[src/core/tsr_regs.svh]
// constants of the trace speculation resolution block
// assumes inclusion by bare name from the package and modules
`ifndef TSR_REGS_SVH
`define TSR_REGS_SVH

// ****************************************************************
// widths, limits and reset values
// ****************************************************************
`define TSR_ARG_W      8
`define TSR_SPEC_LIMIT 32
`define TSR_SPEC_MAX   255
`define TSR_CNT_RST    8'h00
`define TSR_PAY_NONE   8'h00

`endif

[src/core/tsr_pkg.sv]
// types shared by the trace speculation resolution block
// assumes tsr_regs.svh is on the include path
package tsr_pkg;
    `include "tsr_regs.svh"

    // ************************************************************
    // instruction classes reported by the processing element
    // ************************************************************
    typedef enum logic [2:0] {
        CLS_OTHER,
        CLS_DBRANCH,
        CLS_IBRANCH,
        CLS_BARRIER,
        CLS_TSTART,
        CLS_WAIT
    } tsr_cls_e;

    typedef enum logic [2:0] {
        OP_INSTR,
        OP_COMMIT,
        OP_CANCEL,
        OP_MISPRED,
        OP_EVENT,
        OP_TX_COMMIT,
        OP_TX_FAIL
    } tsr_op_e;

    typedef enum logic [3:0] {
        EL_ATOM_E,
        EL_ATOM_N,
        EL_COMMIT,
        EL_CANCEL,
        EL_DISCARD,
        EL_MISPRED,
        EL_EVENT,
        EL_OVERFLOW,
        EL_TSTART,
        EL_TCOMMIT,
        EL_TFAIL,
        EL_TRACE_ON
    } tsr_el_e;

    typedef enum logic {
        TRC_OFF,
        TRC_ON
    } tsr_trc_e;

    // ************************************************************
    // carriers
    // ************************************************************
    typedef struct packed {
        tsr_op_e                 op;
        tsr_cls_e                cls;
        logic                    taken;
        logic [`TSR_ARG_W-1:0]   arg;
    } tsr_op_s;

    typedef struct packed {
        tsr_el_e                 kind;
        logic [`TSR_ARG_W-1:0]   payload;
    } tsr_elem_s;
endpackage

[src/core/tsr_core.sv]
// trace speculation resolution: turns processing element reports
// into atom, resolution, event, overflow and transaction elements
// assumes op, levels and overflow pulse come from the sys_clk domain
// and that the element sink may stall with el_ready low
`timescale 1ns/1ps
`include "tsr_regs.svh"

module tsr_core
    import tsr_pkg::*;
#(
    parameter int unsigned SPEC_LIMIT = `TSR_SPEC_LIMIT
)
(
    input  wire logic                  sys_clk,
    input  wire logic                  rst_n,
    input  wire logic                  trace_en,
    input  wire logic                  pe_in_tx,
    input  wire logic                  wait_instruction_trace_mode,
    input  wire logic                  buf_ovf,
    input  wire logic                  op_valid,
    input  wire tsr_op_s               op_i,
    output logic                       op_ready,
    output logic                       el_valid,
    output tsr_elem_s                  el_o,
    input  wire logic                  el_ready,
    output logic [`TSR_ARG_W-1:0]      speculation_depth_limit,
    output logic [`TSR_ARG_W-1:0]      spec_count
);
    // ************************************************************
    // elaboration check
    // ************************************************************
    generate
        if (SPEC_LIMIT < 1 || SPEC_LIMIT > `TSR_SPEC_MAX) begin : g_bad
            $error("spec limit out of range");
        end
    endgenerate

    localparam logic [`TSR_ARG_W-1:0] LIM = `TSR_ARG_W'(SPEC_LIMIT);

    // ************************************************************
    // state
    // ************************************************************
    tsr_trc_e              trc_q;
    tsr_trc_e              trc_d;
    logic                  ovf_due_q;
    logic                  disc_due_q;
    logic                  tfail_due_q;
    logic                  ton_due_q;
    logic                  tst_due_q;
    logic                  tx_open_q;
    logic [`TSR_ARG_W-1:0] pc_q;
    logic [`TSR_ARG_W-1:0] pk_q;
    logic                  el_valid_q;
    tsr_elem_s             el_q;
    logic                  ovf_due_d;
    logic                  disc_due_d;
    logic                  tfail_due_d;
    logic                  ton_due_d;
    logic                  tst_due_d;
    logic                  tx_open_d;
    logic [`TSR_ARG_W-1:0] pc_d;
    logic [`TSR_ARG_W-1:0] pk_d;

    wire                   is_wp;
    wire                   spec_full;
    wire                   tx_gone;
    wire [`TSR_ARG_W-1:0]  spec_cnt;

    // ************************************************************
    // decode of the incoming op
    // ************************************************************
    tsr_classify u_cls (
        .cls                         (op_i.cls),
        .wait_instruction_trace_mode (wait_instruction_trace_mode),
        .is_direct                   (),
        .is_indirect                 (),
        .is_waypoint                 (is_wp)
    );

    wire trc_on    = (trc_q == TRC_ON);
    wire trc_rise  = (trc_q == TRC_OFF) & trace_en;
    wire trc_fall  = trc_on & ~trace_en;
    wire slot_free = ~el_valid_q | el_ready;
    wire acc_nz    = (pc_q != `TSR_CNT_RST) | (pk_q != `TSR_CNT_RST);
    wire work      = (spec_cnt != `TSR_CNT_RST) | acc_nz;
    wire is_instr  = (op_i.op == OP_INSTR);
    wire is_commit = (op_i.op == OP_COMMIT);
    wire is_cancel = (op_i.op == OP_CANCEL);
    wire is_txend  = (op_i.op == OP_TX_COMMIT) | (op_i.op == OP_TX_FAIL);
    wire wp_op     = is_instr & is_wp;
    wire tst_op    = wp_op & (op_i.cls == CLS_TSTART) & ~tx_open_q;

    wire [`TSR_ARG_W:0] csum = {1'b0, pc_q} + {1'b0, op_i.arg};
    // a commit joins the pending one only while the total stays below
    wire merge_cm  = is_commit & (pk_q == `TSR_CNT_RST) &
                     ((pc_q == `TSR_CNT_RST) | (csum < {1'b0, LIM}));
    // a cancel joins only when no commit count is pending
    wire merge_cn  = is_cancel & (pc_q == `TSR_CNT_RST);
    wire merge_ok  = op_valid & trc_on & (merge_cm | merge_cn);
    // pending counts leave in any cycle with a free element slot and no overflow due that brings no commit or cancel to merge into them
    wire flush_req = acc_nz & ~merge_ok;
    wire due_any   = ovf_due_q | disc_due_q | tfail_due_q | ton_due_q |
                     tst_due_q;

    wire op_emits  = wp_op | (op_i.op == OP_MISPRED) |
                     (op_i.op == OP_EVENT) | (is_txend & tx_open_q);
    // a new waypoint waits while the speculation window is full
    assign op_ready = ~trc_on |
                      (~due_any & ~flush_req & (~op_emits | slot_free) &
                       ~(wp_op & spec_full));
    wire op_acc    = op_valid & op_ready & trc_on;
    wire op_fire   = op_acc & op_emits;

    // ************************************************************
    // element selection, fixed priority
    // ************************************************************
    wire take_ovf   = slot_free & ovf_due_q;
    wire take_flush = slot_free & ~ovf_due_q & flush_req;
    wire pre_disc   = ovf_due_q | flush_req;
    wire take_disc  = slot_free & ~pre_disc & disc_due_q;
    wire pre_tfail  = pre_disc | disc_due_q;
    wire take_tfail = slot_free & ~pre_tfail & tfail_due_q;
    wire pre_ton    = pre_tfail | tfail_due_q;
    wire take_ton   = slot_free & ~pre_ton & ton_due_q;
    wire take_tst   = slot_free & ~pre_ton & ~ton_due_q & tst_due_q;
    wire ld_el      = take_ovf | take_flush | take_disc | take_tfail |
                      take_ton | take_tst | op_fire;
    wire flush_cm   = (pc_q != `TSR_CNT_RST);

    wire tsr_el_e op_kind =
        wp_op                      ? (op_i.taken ? EL_ATOM_E : EL_ATOM_N) :
        (op_i.op == OP_MISPRED)    ? EL_MISPRED :
        (op_i.op == OP_EVENT)      ? EL_EVENT :
        (op_i.op == OP_TX_COMMIT)  ? EL_TCOMMIT :
                                     EL_TFAIL;
    wire tsr_el_e ld_kind =
        take_ovf   ? EL_OVERFLOW :
        take_flush ? (flush_cm ? EL_COMMIT : EL_CANCEL) :
        take_disc  ? EL_DISCARD :
        take_tfail ? EL_TFAIL :
        take_ton   ? EL_TRACE_ON :
        take_tst   ? EL_TSTART :
                     op_kind;
    wire [`TSR_ARG_W-1:0] ld_pay =
        take_flush ? (flush_cm ? pc_q : pk_q) :
        (op_fire & (op_i.op == OP_EVENT)) ? op_i.arg :
                     `TSR_PAY_NONE;

    // ************************************************************
    // speculation window
    // ************************************************************
    wire        spec_push = op_fire & wp_op;
    wire        spec_clr  = trc_fall | take_ovf;
    wire [`TSR_ARG_W-1:0] cm_n = (op_acc & is_commit) ? op_i.arg :
                                 `TSR_CNT_RST;
    wire [`TSR_ARG_W-1:0] cn_n = (op_acc & is_cancel) ? op_i.arg :
                                 `TSR_CNT_RST;

    tsr_spec_track #(
        .LIMIT (SPEC_LIMIT)
    ) u_spec (
        .sys_clk  (sys_clk),
        .rst_n    (rst_n),
        .push     (spec_push),
        .push_tx  (spec_push & tst_op),
        .clear    (spec_clr),
        .commit_n (cm_n),
        .cancel_n (cn_n),
        .cnt      (spec_cnt),
        .full     (spec_full),
        .tx_gone  (tx_gone)
    );

    // ************************************************************
    // next values
    // ************************************************************
    assign trc_d = trc_rise ? TRC_ON : trc_fall ? TRC_OFF : trc_q;

    // set wins over clear for the overflow flag
    assign ovf_due_d  = buf_ovf | (ovf_due_q & ~take_ovf);
    assign disc_due_d = ((trc_fall | take_ovf) & work) |
                        (disc_due_q & ~take_disc);
    // overflow inside a tx ends it so the analyzer drops that work
    assign tfail_due_d = (take_ovf & tx_open_q) |
                         (tfail_due_q & ~take_tfail & ~trc_fall);
    assign ton_due_d  = trc_rise | (ton_due_q & ~take_ton & ~trc_fall);

    wire tst_set = (take_ton | take_tfail) & pe_in_tx & trc_on &
                   ~trc_fall & ~tx_open_q;
    assign tst_due_d = tst_set | (op_fire & tst_op) |
                       (tst_due_q & ~take_tst & ~trc_fall);
    assign tx_open_d = tst_set | (op_fire & tst_op) |
                       (tx_open_q & ~take_ovf & ~tx_gone & ~trc_fall &
                        ~(op_acc & is_txend));

    assign pc_d = (spec_clr | (take_flush & flush_cm)) ? `TSR_CNT_RST :
                  (op_acc & is_commit) ? csum[`TSR_ARG_W-1:0] : pc_q;
    assign pk_d = (spec_clr | (take_flush & ~flush_cm)) ? `TSR_CNT_RST :
                  (op_acc & is_cancel) ? pk_q + op_i.arg : pk_q;

    // ************************************************************
    // registers
    // ************************************************************
    always_ff @(posedge sys_clk) begin
        if (!rst_n) begin
            trc_q       <= TRC_OFF;
            ovf_due_q   <= 1'b0;
            disc_due_q  <= 1'b0;
            tfail_due_q <= 1'b0;
            ton_due_q   <= 1'b0;
            tst_due_q   <= 1'b0;
            tx_open_q   <= 1'b0;
            pc_q        <= `TSR_CNT_RST;
            pk_q        <= `TSR_CNT_RST;
        end else begin
            trc_q       <= trc_d;
            ovf_due_q   <= ovf_due_d;
            disc_due_q  <= disc_due_d;
            tfail_due_q <= tfail_due_d;
            ton_due_q   <= ton_due_d;
            tst_due_q   <= tst_due_d;
            tx_open_q   <= tx_open_d;
            pc_q        <= pc_d;
            pk_q        <= pk_d;
        end
    end

    always_ff @(posedge sys_clk) begin
        if (!rst_n) begin
            el_valid_q <= 1'b0;
            el_q       <= '{kind: EL_ATOM_E, payload: `TSR_PAY_NONE};
        end else begin
            el_valid_q <= ld_el | (el_valid_q & ~el_ready);
            if (ld_el) begin
                el_q <= '{kind: ld_kind, payload: ld_pay};
            end
        end
    end

    assign el_valid                = el_valid_q;
    assign el_o                    = el_q;
    assign speculation_depth_limit = LIM;
    assign spec_count              = spec_cnt;
endmodule

[src/core/tsr_classify.sv]
// waypoint classifier for one reported instruction
// assumes the class code comes from the processing element decode
`timescale 1ns/1ps
module tsr_classify
    import tsr_pkg::*;
(
    input  wire tsr_cls_e cls,
    input  wire logic     wait_instruction_trace_mode,
    output logic          is_direct,
    output logic          is_indirect,
    output logic          is_waypoint
);
    // ************************************************************
    // direct and indirect waypoint decode
    // ************************************************************
    wire cls_wait = (cls == CLS_WAIT);

    assign is_direct   = (cls == CLS_DBRANCH) | (cls == CLS_BARRIER) |
                         (cls == CLS_TSTART) |
                         (cls_wait & wait_instruction_trace_mode);
    assign is_indirect = (cls == CLS_IBRANCH);
    assign is_waypoint = is_direct | is_indirect;
endmodule

[src/core/tsr_spec_track.sv]
// count of unresolved waypoints and position of the open tx start
// assumes at most one of push, commit or cancel in a cycle
`timescale 1ns/1ps
`include "tsr_regs.svh"
module tsr_spec_track
    import tsr_pkg::*;
#(
    parameter int unsigned LIMIT = `TSR_SPEC_LIMIT
)
(
    input  wire logic                  sys_clk,
    input  wire logic                  rst_n,
    input  wire logic                  push,
    input  wire logic                  push_tx,
    input  wire logic                  clear,
    input  wire logic [`TSR_ARG_W-1:0] commit_n,
    input  wire logic [`TSR_ARG_W-1:0] cancel_n,
    output logic      [`TSR_ARG_W-1:0] cnt,
    output logic                       full,
    output logic                       tx_gone
);
    localparam logic [`TSR_ARG_W-1:0] LIM = `TSR_ARG_W'(LIMIT);

    logic [`TSR_ARG_W-1:0] cnt_q;
    logic [`TSR_ARG_W-1:0] cnt_d;
    logic [`TSR_ARG_W-1:0] txpos_q;
    logic [`TSR_ARG_W-1:0] txpos_d;
    wire  [`TSR_ARG_W-1:0] left = cnt_q - cancel_n;

    // ************************************************************
    // counting
    // ************************************************************
    // a cancel reaching the tx start waypoint also closes the open tx
    assign tx_gone = (txpos_q != `TSR_CNT_RST) && (cancel_n != 8'h00) &&
                     (txpos_q > left);
    assign cnt_d   = clear ? `TSR_CNT_RST :
                     cnt_q + {7'h00, push} - commit_n - cancel_n;
    assign txpos_d = clear | tx_gone     ? `TSR_CNT_RST :
                     push_tx             ? cnt_q + 8'h01 :
                     txpos_q > commit_n  ? txpos_q - commit_n :
                                           `TSR_CNT_RST;
    assign cnt     = cnt_q;
    assign full    = (cnt_q >= LIM);

    always_ff @(posedge sys_clk) begin
        if (!rst_n) begin
            cnt_q   <= `TSR_CNT_RST;
            txpos_q <= `TSR_CNT_RST;
        end else begin
            cnt_q   <= cnt_d;
            txpos_q <= txpos_d;
        end
    end
endmodule

[config.mk]
export PLATFORM = sky130hd
export DESIGN_NAME = tsr_core
export DESIGN_NICKNAME = d
export VERILOG_FILES = /design/src/core/tsr_pkg.sv /design/src/core/tsr_core.sv /design/src/core/tsr_classify.sv /design/src/core/tsr_spec_track.sv
export VERILOG_INCLUDE_DIRS = /design/src /design/src/core
export SDC_FILE = /design/constraint.sdc
export NUM_CORES = 1
export LEC_CHECK = 0
export BUFFER_PORTS_ARGS = -buffer_cell sky130_fd_sc_hd__buf_2
export CELL_PAD_IN_SITES_DETAIL_PLACEMENT = 0
export CELL_PAD_IN_SITES_GLOBAL_PLACEMENT = 2
export CORE_AREA = 2 2 123 125
export CTS_CLUSTER_DIAMETER = 40
export DETAILED_ROUTE_END_ITERATION = 7
export DIE_AREA = 0 0 125 127
export PLACE_DENSITY_LB_ADDON = 0.1
export SLEW_MARGIN = 20
export SYNTH_ARGS = -nofsm -noshare
export SYNTH_HDL_FRONTEND = slang
export SYNTH_SLANG_ARGS = --single-unit
[constraint.sdc]
create_clock -name sys_clk -period 6 [get_ports sys_clk]
set_input_delay 0.3 -clock sys_clk [delete_from_list [all_inputs] [get_ports sys_clk]]
set_output_delay 0.3 -clock sys_clk [all_outputs]
set_load 0.02 [all_outputs]
# --- Yosys cells after proc, flatten, opt, wreduce, memory -nomap -nowiden ---
# Index checks and enable logic that the tools add are counted.
totals:
  wordCells: 198
  inputBits: 23
  ff_bits: 52
  output_inout_bits: 30
op_classes:
  bitwise: 125
  addsub: 8
  magnitude_cmp: 4
  n_reduce_logical: 15
  n_mux: 21
  n_eq_ne: 11
ops:
  columns: ["cell", "n"]
  rows:
  - ["$and A1 B1 Y1", 59]
  - ["$mux W8", 7]
  - ["$or A1 B1 Y1", 41]
  - ["$reduce_bool A8 Y1", 5]
  - ["$mux W4", 9]
  - ["$sub A8 B8 Y8", 4]
  - ["$not A1 Y1", 25]
  - ["$gt A8 B8 Y1", 2]
  - ["$logic_not A8 Y1", 2]
  - ["$eq A3 B3 Y1 const B", 5]
  - ["$eq A3 B2 Y1 const B", 4]
  - ["$add A8 B8 Y9", 1]
  - ["$lt A9 B6 Y1 const B", 1]
  - ["$add A8 B1 Y8", 1]
  - ["$add A8 B1 Y8 const B", 1]
  - ["$add A8 B8 Y8", 1]
  - ["$ge A8 B6 Y1 const B", 1]
  - ["$reduce_or A2 Y1", 4]
  - ["$eq A3 B1 Y1 const B", 2]
  - ["$mux W1", 4]
  - ["$logic_not A3 Y1", 1]
  - ["$logic_and A1 B1 Y1", 2]
  - ["$mux W2", 1]
  - ["$reduce_bool A2 Y1", 1]

# --- Logic depth before layout (Yosys ltp) ---
# Gate-level depths: netlist (run 1).
logic_depth:
  depth_word: 26
  ltp_mapped: 28
  ltp_nobuf: 26

# --- By module ---
# From an unflattened synthesis (run 1), not the netlist that was laid out.
unflattened:
  hier_cells: 613
  area_unflattened_um2: 4964.8
modules_own_cells:
  columns: ["mod", "area_each_um2", "n_inst", "cells_each", "seq_area_each_um2"]
  rows:
  - ["tsr_core", 2904.0, 1, 370, 720.7]
  - ["tsr_spec_track", 2000.7, 1, 236, 320.3]
  - ["tsr_classify", 60.1, 1, 7, 0.0]

# --- Worst setup path after synthesis (run 1) ---
# Ideal clock, no wire load.
synth_timing:
  kind: "reg-to-reg"
  start: "reg pc_q[0]"
  end: "reg u_spec.txpos_q[7]"
  t_arrival_ps: 5541
  path_buffers: 2
  path_stages_with_launch: 27
  setup_ps: 139
  synth_period_minus_slack_ps: 5680
  slack_ps: 320
  required_time_ps: 5861
  cell_sequence: "dfxtp_1 > ha_1 > fa_1 > a21oi_1 > o21ai_1 > a21oi_1 > mux2i_1 > a31oi_4 > buf_6 > nor4_4 > buf_6 > nand2_1 > ha_1 > a21o_1 > a21o_1 > a31o_2 > a21o_1 > a21oi_1 > xnor2_1 > xnor2_1 > ha_1 > nand3_1 > a211o_1 > a221oi_1 > nand2b_1 > o21ai_1 > nor4_1"
synth_via:
  elab_chain_cells: 22
  elab_cells_between_ends: 37
  cone_classes: "add/sub: 3; order compare: 3; mux: 4; bitwise: 21; reduce/logical: 6"
synth_rtl:
  columns: ["item", "line_no", "rtl"]
  rows:
  - ["start: declaration", "tsr_core.sv:51", "logic [`TSR_ARG_W-1:0] pc_q;"]
  - ["start signal: assignment", "tsr_core.sv:213", "pc_q <= `TSR_CNT_RST;"]
  - ["start signal: assignment", "tsr_core.sv:223", "pc_q <= pc_d;"]
  - ["$add A8 B8 Y9", "tsr_core.sv:93", "wire [`TSR_ARG_W:0] csum = {1'b0, pc_q} + {1'b0, op_i.arg};"]
  - ["$lt A9 B6 Y1", "tsr_core.sv:96", "((pc_q == `TSR_CNT_RST) | (csum < {1'b0, LIM}));"]
  - ["$or A1 B1 Y1", "tsr_core.sv:96", null]
  - ["$and A1 B1 Y1", "tsr_core.sv:95", "wire merge_cm = is_commit & (pk_q == `TSR_CNT_RST) &"]
  - ["$or A1 B1 Y1", "tsr_core.sv:99", "wire merge_ok = op_valid & trc_on & (merge_cm | merge_cn);"]
  - ["$and A1 B1 Y1", "tsr_core.sv:99", null]
  - ["$not A1 Y1", "tsr_core.sv:101", "wire flush_req = acc_nz & ~merge_ok;"]
  - ["$and A1 B1 Y1 *", "tsr_core.sv:101", null]
  - ["[... 5 more ...]", null, null]
  - ["$and A1 B1 Y1 * (2 in a row)", "tsr_core.sv:111", "wire op_acc = op_valid & op_ready & trc_on;"]
  - ["$and A1 B1 Y1", "tsr_core.sv:156", "wire [`TSR_ARG_W-1:0] cn_n = (op_acc & is_cancel) ? op_i.arg :"]
  - ["$mux W8 (no line)", null, null]
  - ["$sub A8 B8 Y8 / $reduce_bool A8 Y1 (equally long branches)", "tsr_spec_track.sv:28, tsr_spec_track.sv:34", null]
  - ["$gt A8 B8 Y1 / $logic_and A1 B1 Y1 (equally long branches)", "tsr_spec_track.sv:35, tsr_spec_track.sv:34", null]
  - ["$logic_and A1 B1 Y1", "tsr_spec_track.sv:34", "assign tx_gone = (txpos_q != `TSR_CNT_RST) && (cancel_n != 8'h00) &&"]
  - ["$or A1 B1 Y1", "tsr_spec_track.sv:38", "assign txpos_d = clear | tx_gone ? `TSR_CNT_RST :"]
  - ["$reduce_or A2 Y1 (no line)", null, null]
  - ["end signal: assignment", "tsr_spec_track.sv:48", "txpos_q <= `TSR_CNT_RST;"]
  - ["end signal: assignment", "tsr_spec_track.sv:51", "txpos_q <= txpos_d;"]
  - ["end: declaration", "tsr_spec_track.sv:26", "logic [`TSR_ARG_W-1:0] txpos_q;"]
# Mark *: on every way between the ends. The rest lies on a longest branch, timed or not.
# A chain may end at the register's enable or synchronous reset.

# --- Worst setup path in the final report (run 1) ---
# Ends and elaborated chain as after synthesis.

==> impl.org, run 1 <==
** Clock tree
- No sink is reached through more buffers than the 2 on the longest clock path.
- Number of H-tree levels :: 2
- The clock drives between 50 and 60 sinks.
- Hold repair after CTS inserted 0 buffers.
- Clock insertion delay at the later pin of the skew report :: roughly 310 ps
- CTS placed an instance of clkbuf_16 at the clock tree root.
- TritonCTS built the clock tree.
- Clock-pin slew of the registers on the worst-case setup and hold paths :: about 70 ps
- TritonCTS created 5 clock buffers.

** Place
- Number of cells after detailed placement :: 793
- The wire-length estimate of the detail-placed layout is 11.3 mm.
- Timing analysis after detailed placement gives a worst setup slack of around 130 ps.
- Port bufs :: between 40 and 50
- Final estimated routing congestion in global placement :: slightly below 0.9

** Worst setup path
- Slowest CP cell :: fa_1
- In this design, the critical path's most frequently occurring cell is ha_1.
- Along the worst path, the maximum fanout reaches 8.
- Worst R2R End :: u_spec.txpos_q[7]$_SDFF_PP0_
- The worst setup path is of the flip-flop to flip-flop kind.
- Req. time, crit path :: slightly above 6000 ps
- The number of cells on the worst reg-to-reg path is 25.
- The startpoint identified for the worst register-to-register timing path is pc_q[0]$_SDFFE_PP0P_.
- Capturing element type of the critical path :: flip-flop
- For the worst setup path, the data arrival time is 5780 ps.
- Delay of the slowest critical-path stage :: ~430 ps
- The worst setup path is launched from a flip-flop.
- The worst register-to-register path has a setup slack of 380 ps.

** Logic synthesis
- In this run, synthesis inferred 0 flip-flops with an integrated enable.
- After synthesis the netlist holds a flip-flop and latch count of 52.
- A synthesized cell averages slightly above 8 um2.
- Number of warnings printed during yosys synthesis :: 0
- Portion of netlist area occupied by mux cells :: ~3.8%
- Biggest area consumer among synthesized cells :: dfxtp_1
- Combinational family with the most area after synthesis :: simple AND/OR/NAND/NOR gates
- Of the synthesized area, sequential elements account for between 20% and 30%.
- For this run, the leading register cell type out of synthesis is dfxtp_1.
- After synthesis, the netlist uses between 60 and 70 different library cells.
- After technology mapping, the gate count stands at approximately 570.
- XOR/XNOR Fraction of Synth Area :: between 6 and 7%
- Fraction of the mapped netlist area in simple logic gates :: 22.5%
- The synthesized netlist devotes between 10% and 20% of its cell area to compound gates.
- Summing every instance area after synthesis gives roughly 4700 um2.
- Area share of fa/ha/maj cells after synthesis :: 20.2%
- For this run, asynchronously set or reset flops after synthesis account for 0%.
- Post-synth top area share :: 22.1%
- After synthesis, the cell types taking the most area are dfxtp_1 22%, ha_1 15%, fa_1 5.1%.

** Drt
- In this run the remaining antenna-violating nets after routing total 0.
- The routed design has roughly 14 mm of wire.
- Summing over every cut layer, the via total after detailed routing is ~4,300.
- Using the TritonRoute via totals, the vias-per-cell ratio works out to around 5.3.
- In the final routed layout, each cell accounts on average for approximately 17 um.
- For this run, the detailed router's first-pass iteration total came to 4.
- Drt initial violations :: roughly 230
- For this run, design rule violations remaining after detail routing come to 0.

** Worst hold path
- The path with the worst hold slack has its endpoint at ovf_due_q$_SDFF_PN0_.
- Number of cells on the worst hold path :: 3
- Hold WC Path Type :: primary input to flip-flop
- Hold path startpoint :: buf_ovf

** GRT
- Number of global-route vias before repair :: 4,116
- First-pass GRT wire length :: around 22 mm
- The number of antenna violations at the first check in global routing was 0.
- Entering global routing, the biggest net connects 17 pins.
- Global routing consumed, over all layers together, between 10% and 20% of the routing resources.
- Overflow left after global routing :: 0

** STA
- Number of setup violations in the final report :: 0
- In the post-route analysis, the smallest setup slack over all paths is roughly 380 ps.
- Count of endpoints failing hold in the final timing report :: 0
- Max frequency :: 178 MHz
- Measured against its own limit, the worst slew margin works out to about 40%.
- Setup repair after global routing missed its margin :: false
- Minimum hold slack :: about 200 ps
- Clock period minus final worst setup slack :: approximately 5600 ps
- The max-slew violation total from the final report is 0.
- Share of the clock period used by the worst path :: around 94%
- Final TNS setup :: 0 ps
- Final clock skew :: ~8.5 ps
- Slew at the pin closest to its max-slew limit :: about 890 ps

** Floorplanning
- Cell row count :: between 40 and 50
- Core Footprint :: ~14,000 um2
- Die Footprint :: ~16,000 um2
- From bottom edge to top edge, the die measures around 130 um.
- Initial cell density of the core :: approximately a third
- Count of boundary I/O pins :: 53
- The floorplan step set the die width to about 130 um.

** Layout
- Most common cell after layout, fill and taps aside :: ha_1
- At the end of the flow the core is filled with cells to 37.1%.
- Commonest cells after routing, fill and taps aside :: 56 x ha_1, 52 x dfxtp_1, 51 x nand2_1
- The repair_antennas step left the layout with diodes totalling 0.
- The finished layout holds 804 standard cells, fillers aside.
- Share of cells above drive strength 1 :: between 10 and 15%
- Fin nets :: ~700
- From synthesis to final layout, the design area changed by 13.7%.

** Power
- Maximum vdd ir drop :: 134 uV
- Summed over all cells, the static leakage comes to around 2.3 nW.
- Power density normalized to cell area :: just over 200 nW/um2

** Status
- The run finished with clean final reports.

** Flow run
- Across the run, the number of max-cap violations was 0.
==> worst max-delay path: cells and delay by family (launching register included) <==
kind | cells | cell delay [ps]
AND/OR/NAND/NOR | 5 | 760
buffers and inverters | 2 | 380
flip-flops | 1 | 340
AO/OA/AOI/OAI | 11 | 2110
XOR/XNOR | 2 | 260
adder cells (fa/ha/maj) | 4 | 1300
multiplexers | 1 | 330
==> final cells by class <==
cell class | count | area, um2
sequential | 52 | 1040
tap | 184 | 230
fill | 1539 | 9070
inverter | 33 | 124
multi-input combinational | 464 | 3450
clock inverter | 2 | 16.3
clock buffer | 6 | 129
timing repair buffer | 63 | 363
==> cells in the mapped netlist (15+ instances only) <==
| master | n |
|---|---|
| a21o_1 | 15 |
| a21oi_1 | 43 |
| dfxtp_1 | 52 |
| ha_1 | 56 |
| inv_1 | 33 |
| mux2i_1 | 18 |
| nand2_1 | 52 |
| nand3_1 | 18 |
| nor2_1 | 47 |
| o21ai_0 | 19 |
| xnor2_1 | 23 |
==> metal layers <==
metal | GRT usage [%] | share of wire (%)
met1 | 25.1 | 50
met3 | 2.93 | 3.0
met4 | 4.44 | 1.4
met5 | 0 | 0
met2 | 28.2 | 46
==> repair_timing <==
action | 4_1_cts | 5_1_grt
buffers inserted | 0 | 3
gates resized for setup | 0 | 5
setup endpoints to repair | 0 | 10
==> power by group <==
part | leakage, nW | internal (mW) | switching, mW
Clock | 0.0671 | 0.156 | 0.144
Combinational | 1.79 | 0.177 | 0.241
Sequential | 0.421 | 0.364 | 0.0246
Total | 2.28 | 0.697 | 0.409
==> registers in the layout (all words and copies together) (netlist names) <==
| signal | flops |
|---|---|
| disc_due_q | 1 |
| el_o | 12 |
| el_valid | 1 |
| ovf_due_q | 1 |
| pc_q | 8 |
| pk_q | 8 |
| tfail_due_q | 1 |
| ton_due_q | 1 |
| trc_on | 1 |
| tst_due_q | 1 |
| tx_open_q | 1 |
| u_spec.cnt | 8 |
| u_spec.txpos_q | 8 |
==> logic make-up (layout without fill, tap and decap cells) <==
group / Yosys count / count (layout)
AO/OA/AOI/OAI: 135 / 135
XOR/XNOR: 34 / 34
adder cells (fa/ha/maj): 69 / 69
buffers and inverters: 57 / 104
flip-flops: 52 / 52
multiplexers: 18 / 18
other: 2 / 8
AND/OR/NAND/NOR: 200 / 200
==> worst max path at each step <==
stage / startpoint / to / slack (ps) / cells past startpoint
5_1_grt: pc_q[0]$_SDFFE_PP0P_ / u_spec.txpos_q[7]$_SDFF_PP0_ / 30 / 27
3_3_place_gp: op_i[0] / u_spec.txpos_q[7]$_SDFF_PP0_ / 290 / 26
4_1_cts: pc_q[0]$_SDFFE_PP0P_ / u_spec.txpos_q[7]$_SDFF_PP0_ / 170 / 25
3_5_place_dp: op_i[0] / u_spec.txpos_q[7]$_SDFF_PP0_ / 130 / 26
6_report: pc_q[0]$_SDFFE_PP0P_ / u_spec.txpos_q[7]$_SDFF_PP0_ / 380 / 25
2_1_floorplan: pc_q[0]$_SDFFE_PP0P_ / u_spec.txpos_q[7]$_SDFF_PP0_ / 320 / 26
==> stage by stage <==
stage | instance area (um2) | power (mW)
floorplan | 4730 | 0.701
global placement | 5160 | 0.805
detailed placement | 5160 | 0.807
CTS | 5310 | 1.11
global route | 5350 | 1.19
finish | 5350 | 1.11
Note: power is estimated with default switching activity, not from simulation.
==> run 2: changes to the inputs <==
- CORE_AREA: 2 2 123 125 -> 5 5 126 128
- DIE_AREA: 0 0 125 127 -> 0 0 131 133
- RECOVER_POWER: not set -> 100
==> impl.org, run 2 (same netlist as run 1, synthesis figures left out) <==
** Drt
- The count of nets left with antenna violations after detail routing came to 0 (unchanged).
- Top routing layer in use :: met4
- Detailed-route wire length :: 14.2 mm (+1.3%)
- The routed length on met3 was 671 um (+57%).
- The number of DRC violations after detailed-routing iteration 0 was 230 (-1.7%).
- Post-route met1 wirelength :: 7.10 mm (+1.3%)
- Drt via density :: 5.21 (-2.4%)
- The DRC violation count after routing came to 0 (unchanged).
- The vias after detailed routing came to 4,195 (-2.3%).
- Pre-antenna DRT Iters :: 4 (unchanged)
- The wire length on met2 is 6.23 mm (-3.1%).
- The detail-routed net length per standard cell is 17.7 um (+1.2%).

** Layout
- The utilization after layout came to 35.7% (-1.4 points).
- Compared with the post-synthesis result, the final layout area differs by 11.9%.
- The count of inserted antenna diode cells was 0 (unchanged).
- The register cell area after layout is 1040 um2 (unchanged).
- The combined area of the multi-input logic cells is 3420 um2 (-0.80%).
- Summed area of non-filler cells in the final layout :: 5270 um2 (-1.6%)
- Share of cells above drive strength 1 :: 9.56% (-5.3 points)
- Final Instance Count excl. Fillers :: 805 (+0.12%)
- Layout filler cell count :: 1,571 (+2.1%)
- The top cell types in the final layout, fill and taps aside, are 56 x ha_1, 52 x nand2_1, 52 x dfxtp_1.
- Max reg flops :: 12 (unchanged)
- Fin nets :: 707 (-0.42%)
- The library cell used most frequently in the layout, excluding fill and tap cells, is ha_1.

** Worst setup path
- By startpoint and endpoint, the worst setup path is classified as flip-flop to flip-flop.
- Capturing element type of the critical path :: flip-flop
- Origin of the critical flop-to-flop path :: pc_q[0]$_SDFFE_PP0P_
- The worst reg-to-reg path cell count was 25 (unchanged).
- Register-to-Register Setup Slack :: 410 ps (+30 ps)
- The most critical setup path has its endpoint at u_spec.txpos_q[7]$_SDFF_PP0_.
- The worst path required time was 6170 ps (about the same).
- In this run the worst setup path begins at pc_q[0]$_SDFFE_PP0P_.
- The worst setup path is launched from a flip-flop.
- Worst path arrival time :: 5750 ps (-30 ps)
- The biggest fanout along the worst timing path was 8 (unchanged).
- The endpoint identified for the worst register-to-register timing path is u_spec.txpos_q[7]$_SDFF_PP0_.

** Clock tree
- CTS buffer count :: 5 (unchanged)
- The maximum root-to-sink buffer count was 2 (unchanged).
- TritonCTS sink count :: 52 (unchanged)
- Number of hold buffers added after CTS :: 0 (unchanged)
- TritonCTS clock tree :: built
- CTS resizes :: 0 (unchanged)
- Total setup buffers inserted after CTS :: 0 (unchanged)
- The insertion delay to the later sink of the worst-skew pair is 310 ps (about the same).
- Number of H-tree levels :: 2 (unchanged)
- Root Buffer :: clkbuf_16
- Clock-pin slew of the registers on the worst-case setup and hold paths :: 80 ps (about the same)

** STA
- Minimum hold slack :: 202 ps (+3.72 ps)
- The maximum clock frequency is 179 MHz (+0.58%).
- The final cycle utilization of the critical path was 93.1% (-0.54 points).
- Clock period minus final worst setup slack :: 5590 ps (-32.6 ps)
- Max Transition Viols Final :: 0 (unchanged)
- Setup repair after global routing missed its margin :: false
- The final setup TNS was 0 ps (unchanged).
- Count of endpoints failing hold in the final timing report :: 0 (unchanged)
- Final clock skew :: 6.23 ps (-2.26 ps)
- The worst slew slack as a fraction of its limit came to 12.1% (-28 points).
- Slew at the pin closest to its max-slew limit :: 1310 ps (+416 ps)
- The slack of the critical path is 414 ps (+32.6 ps).
- Number of setup violations in the final report :: 0 (unchanged)

** GRT
- The number of antenna violations at the first check in global routing is 0 (unchanged).
- Tot GR Track Use :: 17.1% (-0.63 points)
- The sum of overflow across all layers after global routing was 0 (unchanged).
- Largest net degree at the start of global routing :: 17 (unchanged)
- The global-route wire length before repair was 23.2 mm (+4.3%).
- Number of global-route vias before repair :: 4,238 (+3.0%)

** Place
- The instance count after placement with tap cells included came to 797 (+0.50%).
- Final estimated routing congestion in global placement :: 0.870 (-0.13%)
- The detailed-placement wirelength estimate was 11.5 mm (+1.5%).
- Port bufs :: 44 (unchanged)
- Post-Place Setup Slack :: 219 ps (+88.4 ps)
- Cell area reported after detailed placement :: 5170 um2 (about the same)

** Floorplanning
- The die height is 133 um (+4.7%).
- The number of I/O pins came to 53 (unchanged).
- Chip Width :: 131 um (+4.8%)
- Core Footprint :: 14,800 um2 (+2.3%)
- The die area is 17,400 um2 (+9.8%).
- Cell row count :: 45 (+2.3%)
- Initial cell density of the core :: 31.9% (-0.73 points)

** Power
- Maximum vdd ir drop :: 174 uV (+30%)
- Overall Power :: 1.10 mW (-0.57%)
- Power density normalized to cell area :: 209 nW/um2 (+1.0%)
- Leakage :: 2.16 nW (-5.3%)

** Status
- Result of the run :: finished clean

** Flow run
- The count of max-cap constraint violations came to 0 (unchanged).

** Worst hold path
- The tightest min-delay check is of the primary input to flip-flop type.
[run 2: how the worst min path moves through the flow]
stage                          startpoint  cells past startpoint                    end  slack, ps
floorplan                         buf_ovf                      2   ovf_due_q$_SDFF_PN0_        420
global placement    el_o[10]$_SDFFE_PN0P_                      2  el_o[10]$_SDFFE_PN0P_        450
detailed placement  el_o[10]$_SDFFE_PN0P_                      2  el_o[10]$_SDFFE_PN0P_        460
CTS                               buf_ovf                      3   ovf_due_q$_SDFF_PN0_        190
global route                      buf_ovf                      3   ovf_due_q$_SDFF_PN0_        230
finish                            buf_ovf                      3   ovf_due_q$_SDFF_PN0_        200
[run 2: per-layer routing]
layer	GRT usage [%]	vias up
li1	-	2112
met1	25.2	1974
met2	25.4	92
met3	3.03	17
met4	4.46	0
met5	0	-
[run 2: cell type report]
type	instances	share of cell area, %
tap	188	4.46
clock inverter	2	0.309
clock buffer	6	2.45
multi-input combinational	464	64.9
timing repair buffer	60	5.72
inverter	33	2.35
sequential	52	19.8
[run 2: report_power, final]
part	switching (mW)	total [mW]	internal, mW	leakage [nW]
logic	0.238	0.409	0.171	1.67
registers	0.0226	0.386	0.364	0.421
clock network	0.149	0.305	0.156	0.0671
total	0.409	1.10	0.691	2.16
[run 2: worst max-delay path, cell delays in order, from the launching register on]
cell      delay (ps)
dfxtp_1          350
ha_1             240
fa_1             420
a21oi_1          200
o21ai_1          120
a21oi_2          230
mux2i_2          290
a31oi_1          190
nor4_4           270
nand2_1          180
ha_1             300
a21o_1           170
a21o_1           190
a31o_2           270
a21o_1           180
a21oi_1          160
xnor2_1          150
xnor2_1          120
ha_1             300
nand3_1          110
a211o_1          240
a221oi_1         290
nand2b_1         100
o21ai_1          130
buf_4            170
nor4_1            60
